[src/shared/asop_pkg.sv]
// Package for the converter output pipeline: widths, codes and latency.
// Assumes a single system clock domain and no bus access.
package asop_pkg;
   localparam int unsigned RESULT_W = 10;
   localparam int unsigned COARSE_W = 5;
   localparam int unsigned FINE_W = 6;
   localparam int unsigned RAW_W = 11;
   localparam int unsigned PIPE_DEPTH = 3;
   localparam logic [RESULT_W-1:0] CODE_POS_FS = 10'h1FF;
   localparam logic [RESULT_W-1:0] CODE_NEG_FS = 10'h200;
   localparam logic [RESULT_W-1:0] CODE_ZERO = 10'h000;
   localparam logic [RAW_W-1:0] FINE_OFFSET = 11'h010;
   localparam logic [RAW_W-1:0] RAW_MIDSCALE = 11'h200;
   localparam logic [RAW_W-1:0] RAW_TOP = 11'h3FF;
endpackage

[src/rtl/asop_pipeline.sv]
// Digital side of a 10-bit subranging converter: correction and output pipeline.
// Assumes quantizer codes and the strobe are synchronous to I_CLK_SYS.
// Function
// - Each rising strobe edge captures a new sample held for its whole conversion.
// - Sample taken at strobe edge N appears after strobe edge N+3.
// - Output bus changes only on a rising strobe edge.
// - Result is 10-bit two's complement, bit 9 MSB, midscale input gives zero.
// - Range flag high when sample above 1FFh or below 200h, else low.
// - Out-of-range results clamp to 1FFh or 200h instead of wrapping.
// - Five-bit coarse and six-bit fine codes merge into corrected ten-bit result.
`timescale 1ns/1ps
`default_nettype none
module asop_pipeline
(
   input wire logic I_CLK_SYS,
   input wire logic I_ARST_N,
   input wire logic I_STROBE_P,
   input wire logic I_STROBE_N,
   input wire logic [asop_pkg::COARSE_W-1:0] I_COARSE,
   input wire logic [asop_pkg::FINE_W-1:0] I_FINE,
   input wire logic I_OVER,
   input wire logic I_UNDER,
   output logic [asop_pkg::RESULT_W-1:0] O_RESULT_BITS,
   output logic O_RANGE
);
   logic rst_s1_q;
   logic rst_n_q;
   logic strobe_w;
   logic strobe_q;
   logic edge_w;
   logic [asop_pkg::RAW_W:0] sum_w;
   logic [asop_pkg::RAW_W-1:0] raw_w;
   logic [asop_pkg::RESULT_W-1:0] corr_w;
   logic corr_range_w;
   logic [asop_pkg::RESULT_W-1:0] word_q [asop_pkg::PIPE_DEPTH-1];
   logic range_q [asop_pkg::PIPE_DEPTH-1];
   logic [asop_pkg::RESULT_W-1:0] samp_word_q;
   logic samp_range_q;
   logic [1:0] edge_cnt_q;
   logic [1:0] fill_q;
   logic [asop_pkg::RESULT_W-1:0] tag_word_q [asop_pkg::PIPE_DEPTH+1];
   logic tag_range_q [asop_pkg::PIPE_DEPTH+1];

   // Clamps out-of-range samples to full scale and flags them instead of wrapping.
   function automatic logic [asop_pkg::RESULT_W:0] clamp_code
   (
      input logic over,
      input logic under,
      input logic [asop_pkg::RAW_W:0] sum
   );
      if (over)
         return {1'b1, asop_pkg::CODE_POS_FS};
      else if (under)
         return {1'b1, asop_pkg::CODE_NEG_FS};
      else if (sum[asop_pkg::RAW_W])
         return {1'b1, asop_pkg::CODE_NEG_FS};
      else if (sum[asop_pkg::RAW_W-1:0] > asop_pkg::RAW_TOP)
         return {1'b1, asop_pkg::CODE_POS_FS};
      else
         return {1'b0, sum[asop_pkg::RESULT_W-1:0]
            ^ asop_pkg::RAW_MIDSCALE[asop_pkg::RESULT_W-1:0]};
   endfunction

   always_ff @(posedge I_CLK_SYS or negedge I_ARST_N)
   begin
      if (!I_ARST_N)
      begin
         rst_s1_q <= 1'b0;
         rst_n_q <= 1'b0;
      end
      else
      begin
         rst_s1_q <= 1'b1;
         rst_n_q <= rst_s1_q;
      end
   end

   // The strobe is high while the true side is above the complement.
   assign strobe_w = I_STROBE_P & ~I_STROBE_N;

   always_ff @(posedge I_CLK_SYS or negedge rst_n_q)
   begin
      if (!rst_n_q)
         strobe_q <= 1'b0;
      else
         strobe_q <= strobe_w;
   end

   assign edge_w = strobe_w & ~strobe_q;

   // The merged code carries a sign bit, so overflow and underflow stay apart.
   assign sum_w = {2'b00, I_COARSE, {(asop_pkg::FINE_W-1){1'b0}}}
      + {{(asop_pkg::RAW_W+1-asop_pkg::FINE_W){1'b0}}, I_FINE}
      - {1'b0, asop_pkg::FINE_OFFSET};
   assign raw_w = sum_w[asop_pkg::RAW_W-1:0];
   assign {corr_range_w, corr_w} = clamp_code(I_OVER, I_UNDER, sum_w);

   // Sample captured on strobe edge and held until the next one
   always_ff @(posedge I_CLK_SYS or negedge rst_n_q)
   begin
      if (!rst_n_q)
      begin
         samp_word_q <= asop_pkg::CODE_ZERO;
         samp_range_q <= 1'b0;
      end
      else if (edge_w)
      begin
         samp_word_q <= corr_w;
         samp_range_q <= corr_range_w;
      end
   end

   // Stage zero takes the held sample on each strobe edge.
   always_ff @(posedge I_CLK_SYS or negedge rst_n_q)
   begin
      if (!rst_n_q)
      begin
         word_q[0] <= asop_pkg::CODE_ZERO;
         range_q[0] <= 1'b0;
      end
      else if (edge_w)
      begin
         word_q[0] <= samp_word_q;
         range_q[0] <= samp_range_q;
      end
   end

   // Each further stage passes its word on by one strobe edge.
   for (genvar g = 1; g < asop_pkg::PIPE_DEPTH-1; g++)
   begin : g_stage
      always_ff @(posedge I_CLK_SYS or negedge rst_n_q)
      begin
         if (!rst_n_q)
         begin
            word_q[g] <= asop_pkg::CODE_ZERO;
            range_q[g] <= 1'b0;
         end
         else if (edge_w)
         begin
            word_q[g] <= word_q[g-1];
            range_q[g] <= range_q[g-1];
         end
      end
   end

   // The output register loads the last stage, so the bus moves only on strobe edges.
   always_ff @(posedge I_CLK_SYS or negedge rst_n_q)
   begin
      if (!rst_n_q)
      begin
         O_RESULT_BITS <= asop_pkg::CODE_ZERO;
         O_RANGE <= 1'b0;
      end
      else if (edge_w)
      begin
         O_RESULT_BITS <= word_q[asop_pkg::PIPE_DEPTH-2];
         O_RANGE <= range_q[asop_pkg::PIPE_DEPTH-2];
      end
   end

   // Edge index and fill level for the latency check.
   always_ff @(posedge I_CLK_SYS or negedge rst_n_q)
   begin
      if (!rst_n_q)
      begin
         edge_cnt_q <= 2'h0;
         fill_q <= 2'h0;
      end
      else if (edge_w)
      begin
         edge_cnt_q <= edge_cnt_q + 2'h1;
         if (fill_q != 2'(asop_pkg::PIPE_DEPTH))
            fill_q <= fill_q + 2'h1;
      end
   end

   // Each strobe edge files its corrected sample under its edge index.
   always_ff @(posedge I_CLK_SYS)
   begin
      if (edge_w)
      begin
         tag_word_q[edge_cnt_q] <= corr_w;
         tag_range_q[edge_cnt_q] <= corr_range_w;
      end
   end

   out_stable_a: assert property (@(posedge I_CLK_SYS) disable iff (!rst_n_q)
      !$past(edge_w) |-> $stable(O_RESULT_BITS) && $stable(O_RANGE))
      else $error("Output changed without a strobe edge.");

   clamp_flag_a: assert property (@(posedge I_CLK_SYS) disable iff (!rst_n_q)
      O_RANGE |-> (O_RESULT_BITS == asop_pkg::CODE_POS_FS
      || O_RESULT_BITS == asop_pkg::CODE_NEG_FS))
      else $error("Out-of-range word not clamped.");

   over_code_a: assert property (@(posedge I_CLK_SYS) disable iff (!rst_n_q)
      edge_w && I_OVER |=> samp_word_q == asop_pkg::CODE_POS_FS && samp_range_q)
      else $error("Overrange sample not flagged at positive full scale.");

   under_code_a: assert property (@(posedge I_CLK_SYS) disable iff (!rst_n_q)
      edge_w && I_UNDER && !I_OVER |=> samp_word_q == asop_pkg::CODE_NEG_FS)
      else $error("Underrange sample not at negative full scale.");

   zero_code_a: assert property (@(posedge I_CLK_SYS) disable iff (!rst_n_q)
      edge_w && !I_OVER && !I_UNDER && raw_w == asop_pkg::RAW_MIDSCALE
      |=> samp_word_q == asop_pkg::CODE_ZERO && !samp_range_q)
      else $error("Midscale did not give zero code.");

   merge_code_a: assert property (@(posedge I_CLK_SYS) disable iff (!rst_n_q)
      edge_w && !I_OVER && !I_UNDER && I_COARSE == 5'h10 && I_FINE == 6'h10
      |=> samp_word_q == asop_pkg::CODE_ZERO)
      else $error("Coarse and fine merge wrong.");

   hold_sample_a: assert property (@(posedge I_CLK_SYS) disable iff (!rst_n_q)
      !edge_w |=> $stable(samp_word_q) && $stable(samp_range_q))
      else $error("Held sample changed between strobe edges.");

   pipe_latency_a: assert property (@(posedge I_CLK_SYS) disable iff (!rst_n_q)
      edge_w && fill_q == 2'(asop_pkg::PIPE_DEPTH)
      |=> O_RESULT_BITS == tag_word_q[edge_cnt_q]
      && O_RANGE == tag_range_q[edge_cnt_q])
      else $error("Output is not the sample from three strobe edges before.");

   fill_zero_a: assert property (@(posedge I_CLK_SYS) disable iff (!rst_n_q)
      edge_w && fill_q != 2'(asop_pkg::PIPE_DEPTH)
      |=> O_RESULT_BITS == asop_pkg::CODE_ZERO && !O_RANGE)
      else $error("Output left its reset value before the pipeline filled.");

   range_low_a: assert property (@(posedge I_CLK_SYS) disable iff (!rst_n_q)
      edge_w && !I_OVER && !I_UNDER && I_COARSE == 5'h10 |=> !samp_range_q)
      else $error("In-range sample flagged out of range.");

   sum_over_a: assert property (@(posedge I_CLK_SYS) disable iff (!rst_n_q)
      edge_w && !I_OVER && !I_UNDER && I_COARSE == '1 && I_FINE == '1
      |=> samp_word_q == asop_pkg::CODE_POS_FS && samp_range_q)
      else $error("Merged code above full scale did not clamp high.");

   sum_under_a: assert property (@(posedge I_CLK_SYS) disable iff (!rst_n_q)
      edge_w && !I_OVER && !I_UNDER && I_COARSE == '0 && I_FINE == '0
      |=> samp_word_q == asop_pkg::CODE_NEG_FS && samp_range_q)
      else $error("Merged code below full scale did not clamp low.");
endmodule
`default_nettype wire

[config.mk]
export PLATFORM = sky130hd
export DESIGN_NAME = asop_pipeline
export DESIGN_NICKNAME = d
export VERILOG_FILES = /design/src/shared/asop_pkg.sv /design/src/rtl/asop_pipeline.sv
export SDC_FILE = /design/constraint.sdc
export NUM_CORES = 1
export LEC_CHECK = 0
export BUFFER_PORTS_ARGS = -buffer_cell sky130_fd_sc_hd__buf_2
export CORE_MARGIN = 5
export CORE_UTILIZATION = 51
export CTS_CLUSTER_SIZE = 12
export DETAILED_ROUTE_END_ITERATION = 8
export GPL_ROUTABILITY_DRIVEN = 0
export PLACE_DENSITY = 0.75
export SLEW_MARGIN = 20
export SYNTH_ARGS = -nofsm -noshare
export SYNTH_HDL_FRONTEND = slang
export SYNTH_SLANG_ARGS = --single-unit
[constraint.sdc]
create_clock -name I_CLK_SYS -period 1.5 [get_ports I_CLK_SYS]
set_clock_uncertainty 0.1 [all_clocks]
set_input_delay 0.225 -clock I_CLK_SYS [delete_from_list [all_inputs] [get_ports I_CLK_SYS]]
set_output_delay 0.225 -clock I_CLK_SYS [all_outputs]
set_load 0.03 [all_outputs]
==> results of run 1 <==
layout by cell type, fill, tap and decap left out, types with 5 or more instances in the layout:
cell / netlist / final
a21oi_1: 8 / 6
buf_2: 8 / 25
buf_4: 0 / 25
clkbuf_8: 0 / 5
dfrtp_1: 47 / 46
ha_1: 9 / 6
inv_1: 11 / 7
nand2_1: 110 / 108
nor2_1: 5 / 5
o21ai_1: 7 / 6
cell type report:
type,instances,area (um2)
Multi-Input combinational cell,168,1003
Clock inverter,1,30.03
Inverter,11,58.81
Fill cell,341,1234
Sequential cell,47,1177
Timing Repair Buffer,56,390.4
Clock buffer,6,72.57
Tap cell,50,62.56
repair_timing:
| action | CTS | global route |
|---|---|---|
| hold buffers | 2 | 0 |
| buffers inserted | 4 | 0 |
| pin swaps | 23 | 1 |
| resized for setup | 15 | 4 |
| gates cloned | 0 | 0 |
| setup endpoints to repair | 11 | 18 |
| hold endpoints to repair | 3 | 0 |
flip-flops by register name (all words and copies together), names as in the netlist:
register	cells
O_RANGE	1
O_RESULT_BITS	10
range_q	2
rst_n_q	1
rst_s1_q	1
samp_range_q	1
samp_word_q	10
strobe_q	1
word_q	20
power groups by stage:
stage	sequential (uW)	combinational, uW	clock [uW]
2_1_floorplan	1840	393	0
3_3_place_gp	1690	785	0
3_5_place_dp	1710	802	0
4_1_cts	1680	872	894
5_1_grt	1710	991	943
6_report	1680	881	870
logic make-up (layout without fill, tap and decap cells):
family                     after synthesis  after routing
AOI/OAI and AO/OA                       25             25
and+or+nand+nor                        129            129
buffers and inverters                   22             74
adders and majority gates               10             10
xor gates and xnor gates                 3              3
other                                    1              1
DFF                                     47             47
worst max-delay path: cells and delay by family:
family          cells  cell delay, ps
buf+inv             4             230
simple gates        1             160
fa+ha+maj           3             650
compound gates      4             720
layer usage:
layer,up-vias,global-route usage
met1,812,0.2043
met4,0,0.06917
met3,6,0.03471
met2,40,0.2901
met5,-,0
li1,855,-
through the flow:
step / worst slack [ps] / total power [uW] / setup TNS [ps]
after global placement: -902.1 / 2479 / -8061
final: -396.0 / 3430 / -3824
after floorplan: -673.7 / 2234 / -5856
after CTS: -373.9 / 3446 / -3273
after global routing: -467.3 / 3646 / -4456
after detailed placement: -970.0 / 2507 / -8432
worst min-delay path by stage:
stage                                       endpoint  cells after the start       from
after floorplan                    rst_n_q$_DFF_PN0_                      0   I_ARST_N
after global placement            rst_s1_q$_DFF_PN0_                      1   I_ARST_N
after detailed placement          rst_s1_q$_DFF_PN0_                      1   I_ARST_N
after CTS                 samp_word_q[1]$_DFFE_PN0P_                      3  I_FINE[1]
after global routing      samp_word_q[3]$_DFFE_PN0P_                      3  I_FINE[3]
final                     samp_word_q[1]$_DFFE_PN0P_                      3  I_FINE[1]
==> flow_summary.yaml, run 1 <==
run_status:
  status: "finished with violations"
  violations: "negative setup slack"
route:
  wl_um: 4089
  via_per_inst: 5.053
  route.met2.wl_um: 2047
  ant_nets: 0
  highest_layer: "met4"
  wl_met3_um: 237
  drc: 0
  wl_met1_um: 1728
  drtIter0Drc: 121
  via_count: 1713
  wl_per_cell_um: 12.06
  firstDrtPassIters: 4
logic_synthesis:
  synth_area_um2: 2148
  synth_area_leader_cell: "dfrtp_1"
  synth-seq-cells: 47
  synth_top_family_by_area: "simple AND/OR/NAND/NOR gates"
  synthesis.instances: 237
  netlist_top_cells_count: "nand2_1 (110), dfrtp_1 (47), inv_1 (11), ha_1 (9)"
  synth_fa_ha_area_frac: 0.06174
  yosys_warnings: 0
  synth.mux.area_fraction: 0
  ys_seq_area_frac: 0.5475
  synth_top_area_share: 0.5475
  synth_edf_count: 0
  synth-simple-area-share: 0.2545
  yosysMostFrequentCell: "nand2_1"
  synth_flop_cell: "dfrtp_1"
  synth_cell_types: 32
  synth_async_sr_flop_share: 1.000
  synth_xor_area_frac: 0.01223
  syn_nets: 264
  synth.area.top_cells: "dfrtp_1 (55%), nand2_1 (19%), ha_1 (5.2%)"
  syn_avg_cell_area_um2: 9.065
  synth_compound_area_frac: 0.07921
global_route:
  grt_pass1_vias: 1688
  grt_max_degree: 43
  antenna_found_initial: 0
  gr-usage-all-layers: 0.1681
  gr-total-overflow: 0
  grt_pass1_wl_um: 7231
power:
  power_density_nw_per_um2: 1227
  leakage_uw: 0.001493
  power.switching_uw: 1041
  power_frac_clock: 0.254
  power.internal_uw: 2389
  peakVddDrop_v: 0.0005216
  switching_share: 0.3035
  comb_power_share: 0.257
  seq_power_share: 0.490
critical_path:
  max_stage_delay_ps: 330
  reg2regPathDepth: 5
  required_ps: 1580
  crit_arrival_ps: 1980
  r2r_start: "strobe_q$_DFF_PN0_"
  crit_end: "samp_range_q$_DFFE_PN0P_"
  crit_path_end_kind: "register"
  path_class: "in2reg"
  path_max_fanout: 2
  cp_cell_sequence: "buf_6 > inv_4 > ha_4 > inv_4 > ha_4 > inv_2 > fa_2 > nand2b_4 > a21oi_4 > a41o_1 > o41ai_2 > o32a_1"
  start_kind: "input port"
  ff2ff_setup_slack_ps: -130
  reg2reg_to: "samp_range_q$_DFFE_PN0P_"
  cp_slowest_cell: "fa_2"
  startpoint: "I_COARSE[0]"
die:
  die_y_um: 74.90
  die_w_um: 74.90
  die_area_um2: 5610
  fp.coreArea_um2: 4029
  ios: 28
  row_count: 23
  initial_core_util: 0.5332
sta:
  hold_viol: 0
  layout_min_cycle_time_ps: 1896
  maxSlewViolCount: 0
  max_freq_mhz: 527.4
  post-route-period-util: 1.264
  rsz0062_at_grt: "yes"
  setup_viol: 11
  whs_ps: 81.24
  layout_setup_ws_ps: -396.0
cells_and_area:
  areaGrowthSynthToFinish_pct: 30.11
  fin_area_um2: 2795
  diodes: 0
  final_nets: 316
  final_util: 0.6938
  drive_gt1_frac: 0.2907
  fin_cells: 339
clock_network:
  cts_tree: "done"
  clockBufferDepth: 2
  cts-root-buf: "clkbuf_8"
  cts.sinks: 47
  clk_latency_ps: 290
  numCtsBuffers: 5
  htreeDepth: 2
  clk_pin_slew_ps: 80
flow_run:
  maxCapViolations: 0
min_path:
  hold_path_class: "in2reg"
placed_design:
  dpl.hpwl_um: 2728
  dpl_cell_area_um2: 2545
  io_buffers: 27
  dp_cells: 327
No activity file was read; power rests on OpenSTA's default activity.
==> inputs of run 2 (changes only) <==
Settings changed: CORE_UTILIZATION 51 to 56, PLACE_DENSITY 0.75 to 0.78.
Clock period 1.5 ns to 1.79 ns, I/O delays scaled along.
==> flow_summary.yaml, run 2 (same netlist as run 1, synthesis figures left out) <==
die:
  ios: 28
  die_area_um2: 5175
  initial_core_util: 0.5824
  die_w_um: 71.94
  row_count: 22
  die_y_um: 71.94
  fp.coreArea_um2: 3689
sta:
  rsz0062_at_grt: "yes"
  layout_min_cycle_time_ps: 2012
  post-route-period-util: 1.124
  worst_pin_slew_ps: 557.0
  layout_setup_ws_ps: -222.4
  slew_headroom: 0.6286
  hold_viol: 0
  maxSlewViolCount: 0
  whs_ps: 44.09
  max_freq_mhz: 496.9
  setup_viol: 11
critical_path:
  required_ps: 1860
  reg2regPathDepth: 3
  reg2reg_to: "samp_word_q[5]$_DFFE_PN0P_"
  ff2ff_setup_slack_ps: 120
  start_kind: "input port"
  path_max_fanout: 2
  startpoint: "I_COARSE[0]"
  path_class: "in2reg"
  crit_end: "samp_range_q$_DFFE_PN0P_"
  r2r_start: "strobe_q$_DFF_PN0_"
  crit_arrival_ps: 2090
  crit_path_end_kind: "register"
power:
  power.switching_uw: 876.9
  seq_power_share: 0.512
  power_frac_clock: 0.219
  p_total_uw: 2729
  leakage_uw: 0.001458
  power.internal_uw: 1852
  peakVddDrop_v: 0.0005132
  comb_power_share: 0.268
  power_density_nw_per_um2: 1004
  switching_share: 0.3213
placed_design:
  dp_cells: 322
  dpl.hpwl_um: 2804
  dpl_cell_area_um2: 2507
  io_buffers: 27
flow_run:
  maxCapViolations: 0
global_route:
  grt_pass1_wl_um: 7258
  grt_max_degree: 46
  gr-usage-all-layers: 0.1786
  grt_pass1_vias: 1645
  antenna_found_initial: 0
  gr-total-overflow: 0
cells_and_area:
  final_common_cell: "nand2_1"
  fin_cells: 334
  mostFrequentLayoutCells: "nand2_1 (108), dfrtp_1 (46), buf_2 (25)"
  reg_top3: "word_q (20), O_RESULT_BITS (10), samp_word_q (10)"
  ff_latch_area_um2: 1177
  n_fill_cell: 284
  diodes: 0
  multi_input_area_um2: 992.2
  final_nets: 312
  fin_area_um2: 2719
  top_register: "word_q"
  drive_gt1_frac: 0.2832
  largest_reg_flops: 20
  areaGrowthSynthToFinish_pct: 26.56
route:
  via_per_inst: 4.994
  wl_per_cell_um: 12.62
  firstDrtPassIters: 4
  via_count: 1668
  ant_nets: 0
  drc: 0
  wl_um: 4214
  drtIter0Drc: 157
clock_network:
  clockBufferDepth: 2
  cts-root-buf: "clkbuf_8"
  cts_tree: "done"
  cts.sinks: 47
  numCtsBuffers: 5
  clk_pin_slew_ps: 70
  clk_latency_ps: 290
  htreeDepth: 2
run_status:
  violations: "negative setup slack"
  status: "finished with violations"
min_path:
  hold_path_class: "in2reg"
[run 2: cell type report]
type | instances | share of cell area
flip-flops and latches | 47 | 0.4330
multi-input cells | 168 | 0.3649
repair buffers | 52 | 0.1284
clock buffers | 7 | 0.02807
well taps | 48 | 0.02209
inverters | 11 | 0.02163
clock inverters | 1 | 0.001841
[run 2: timing repair]
item	CTS	global route
hold endpoints to repair	2	0
setup endpoints to repair	11	11
buffers inserted	2	1
hold buffers	1	0
gates resized for setup	13	7
gates cloned	0	1
pin swaps	17	6
[run 2: worst max-delay path, stage by stage]
cell and delay, ps:
buf_6 100, inv_4 50, ha_4 200, inv_4 60
ha_4 120, inv_2 30, fa_2 330, nand2b_4 160
a21oi_4 170, xor2_2 210, o41ai_2 90, o32a_1 290
[run 2: stage by stage]
stage               TNS, ps  utilization  setup slack, ps
finish                -1792       0.7371           -222.4
global route          -2316       0.7371           -256.3
CTS                  -843.0       0.7259           -177.1
detailed placement    -6061       0.6798           -801.2
global placement      -5342       0.6798           -646.9
floorplan             -3144            -           -427.2
[run 2: metal layers]
layer	global-route usage	wire, um
met2	0.2969	2087
met3	0.04432	205
met5	0	0
met4	0.06472	59
met1	0.2270	1861
[run 2: power by group through the flow]
stage | Combinational (uW) | Sequential, uW | Clock, uW
2_1_floorplan | 330 | 1540 | 0
3_3_place_gp | 654 | 1410 | 0
3_5_place_dp | 675 | 1420 | 0
4_1_cts | 717 | 1400 | 612
5_1_grt | 814 | 1430 | 656
6_report | 733 | 1400 | 598
[run 2: worst min path at each step]
stage	from	end	slack, ps	cells past startpoint
3_5_place_dp	I_ARST_N	rst_s1_q$_DFF_PN0_	-40	1
3_3_place_gp	I_ARST_N	rst_s1_q$_DFF_PN0_	-50	1
6_report	I_STROBE_N	strobe_q$_DFF_PN0_	40	2
2_1_floorplan	I_ARST_N	rst_n_q$_DFF_PN0_	-130	0
5_1_grt	I_STROBE_N	strobe_q$_DFF_PN0_	40	2
4_1_cts	I_STROBE_N	strobe_q$_DFF_PN0_	40	2
==> inputs of run 3 (changes only) <==
Settings changed: CORE_MARGIN 5 to 4, MAX_ROUTING_LAYER from default to met4.
==> flow_summary.yaml, run 3 (same netlist as run 1, synthesis figures left out) <==
flow_run:
  maxCapViolations: 0
route:
  wl_um: 4180
  via_count: 1691
  via_per_inst: 5.033
  ant_nets: 0
  drc: 0
  drtIter0Drc: 111
  firstDrtPassIters: 4
  wl_per_cell_um: 12.44
global_route:
  use_met1: 0.2274
  busiest_layer: "met2"
  grt_use_met2: 0.3127
  grt_max_degree: 43
  gr-usage-all-layers: 0.1896
  gr-total-overflow: 0
  antenna_found_initial: 0
  grtUsageMet3: 0.04173
  grt_pass1_vias: 1697
  grt_pass1_wl_um: 7245
critical_path:
  crit_path_end_kind: "register"
  max_stage_delay_ps: 330
  required_ps: 1870
  r2r_start: "strobe_q$_DFF_PN0_"
  start_kind: "input port"
  path_class: "in2reg"
  path_max_fanout: 2
  ff2ff_setup_slack_ps: 90
  crit_family: "compound AO/OA/AOI/OAI gates"
  worst-path-buf-inv: 4
  cp_cell_sequence: "buf_6 > inv_4 > ha_4 > inv_4 > ha_4 > inv_2 > fa_2 > nand2b_4 > a21oi_4 > a41o_1 > o41ai_2 > o32a_1"
  crit_arrival_ps: 2090
  reg2regPathDepth: 5
  cp_slowest_cell: "fa_2"
  reg2reg_to: "samp_range_q$_DFFE_PN0P_"
die:
  initial_core_util: 0.5824
  fp.coreArea_um2: 3689
  die_w_um: 69.94
  row_count: 22
  die_y_um: 69.94
  die_area_um2: 4891
  ios: 28
clock_network:
  cts-root-buf: "clkbuf_8"
  numCtsBuffers: 5
  clk_pin_slew_ps: 80
  htreeDepth: 2
  cts.sinks: 47
  cts_tree: "done"
  clk_latency_ps: 290
  clockBufferDepth: 2
cells_and_area:
  diodes: 0
  final_common_cell: "nand2_1"
  reg_top3: "word_q (20), O_RESULT_BITS (10), samp_word_q (10)"
  areaGrowthSynthToFinish_pct: 28.54
  fin_area_um2: 2761
  largest_reg_flops: 20
  drive_gt1_frac: 0.2778
  final_nets: 314
  mostFrequentLayoutCells: "nand2_1 (110), dfrtp_1 (46), buf_2 (25)"
  top_register: "word_q"
sta:
  tns_ps: -1864
  maxSlewViolCount: 0
  setup_viol: 11
  layout_setup_ws_ps: -220.3
  layout_min_cycle_time_ps: 2010
  hold_viol: 0
  rsz0062_at_grt: "yes"
  max_freq_mhz: 497.4
  post-route-period-util: 1.123
placed_design:
  dpl.hpwl_um: 2893
  io_buffers: 27
  dpl_cell_area_um2: 2542
run_status:
  violations: "negative setup slack"
  status: "finished with violations"
min_path:
  min-delay-start: "I_STROBE_N"
  hold_depth: 2
  hold_path_class: "in2reg"
  hold-path-endpoint: "strobe_q$_DFF_PN0_"
power:
  leakage_uw: 0.001481
  power_density_nw_per_um2: 1039
  peakVddDrop_v: 0.0004541
## run 3: cell count changes in the layout (fill, tap and decap cells not counted), sizes merged
cell / delta
bufinv: +1
buf: +2
clkinv: -1
## run 3: worst max-delay path by stage
stage | slack (ps) | endpoint | start | depth (start not counted)
after floorplan | -430 | samp_range_q$_DFFE_PN0P_ | I_FINE[5] | 11
after global placement | -640 | samp_range_q$_DFFE_PN0P_ | I_FINE[5] | 12
after detailed placement | -680 | samp_range_q$_DFFE_PN0P_ | I_FINE[5] | 12
after CTS | -150 | samp_range_q$_DFFE_PN0P_ | I_COARSE[0] | 12
after global routing | -280 | samp_range_q$_DFFE_PN0P_ | I_FINE[5] | 12
final | -220 | samp_range_q$_DFFE_PN0P_ | I_COARSE[0] | 12
## run 3: per-layer routing
metal | up-vias | wire length [um]
met4 | 0 | 70
met1 | 797 | 1786
met3 | 6 | 156
met2 | 36 | 2167
li1 | 852 | -
met5 | - | 0
## run 3: report_power, final
part | leakage (uW) | switching [uW] | internal (uW)
logic | 0.000843 | 431 | 293
registers | 0.000585 | 119 | 1290
clock network | 0.0000524 | 318 | 418
## run 3: layout make-up
cell class              count  area [um2]
inverters                  11       58.81
fillers                   277       927.1
multi-input cells         168       978.4
well taps                  48       60.06
repair buffers             54       380.4
clock buffers               7       76.32
flip-flops and latches     47        1177
clock inverters             1       30.03
## run 3: metrics by stage
| stage | power, uW | hold slack (ps) | setup WS (ps) | util | instances |
|---|---|---|---|---|---|
| after floorplan | 1872 | -127.1 | -427.2 | - | 237 |
| after global placement | 2076 | -46.60 | -639.4 | 0.6893 | 325 |
| after detailed placement | 2111 | -41.82 | -682.8 | 0.6893 | 325 |
| after CTS | 2882 | 32.50 | -154.2 | 0.7415 | 336 |
| after global routing | 3062 | 37.30 | -284.7 | 0.7486 | 336 |
| final | 2869 | 44.05 | -220.3 | 0.7486 | 336 |
## run 3: timing repair
action                                  4_1_cts  5_1_grt
setup buffers                                 1        0
pin swaps                                     9        4
endpoints found under the setup margin       11       11
gates resized for setup                      12        5
cloned                                        1        0
hold endpoints to repair                      2        0
hold buffers                                  1        0
## run 3: worst register-to-register path: stages (launching register included)
cell and delay [ps]:
dfrtp_1 400, or3b_1 390, nor3_2 130, a41o_1 200
o41ai_2 90, o32a_1 290
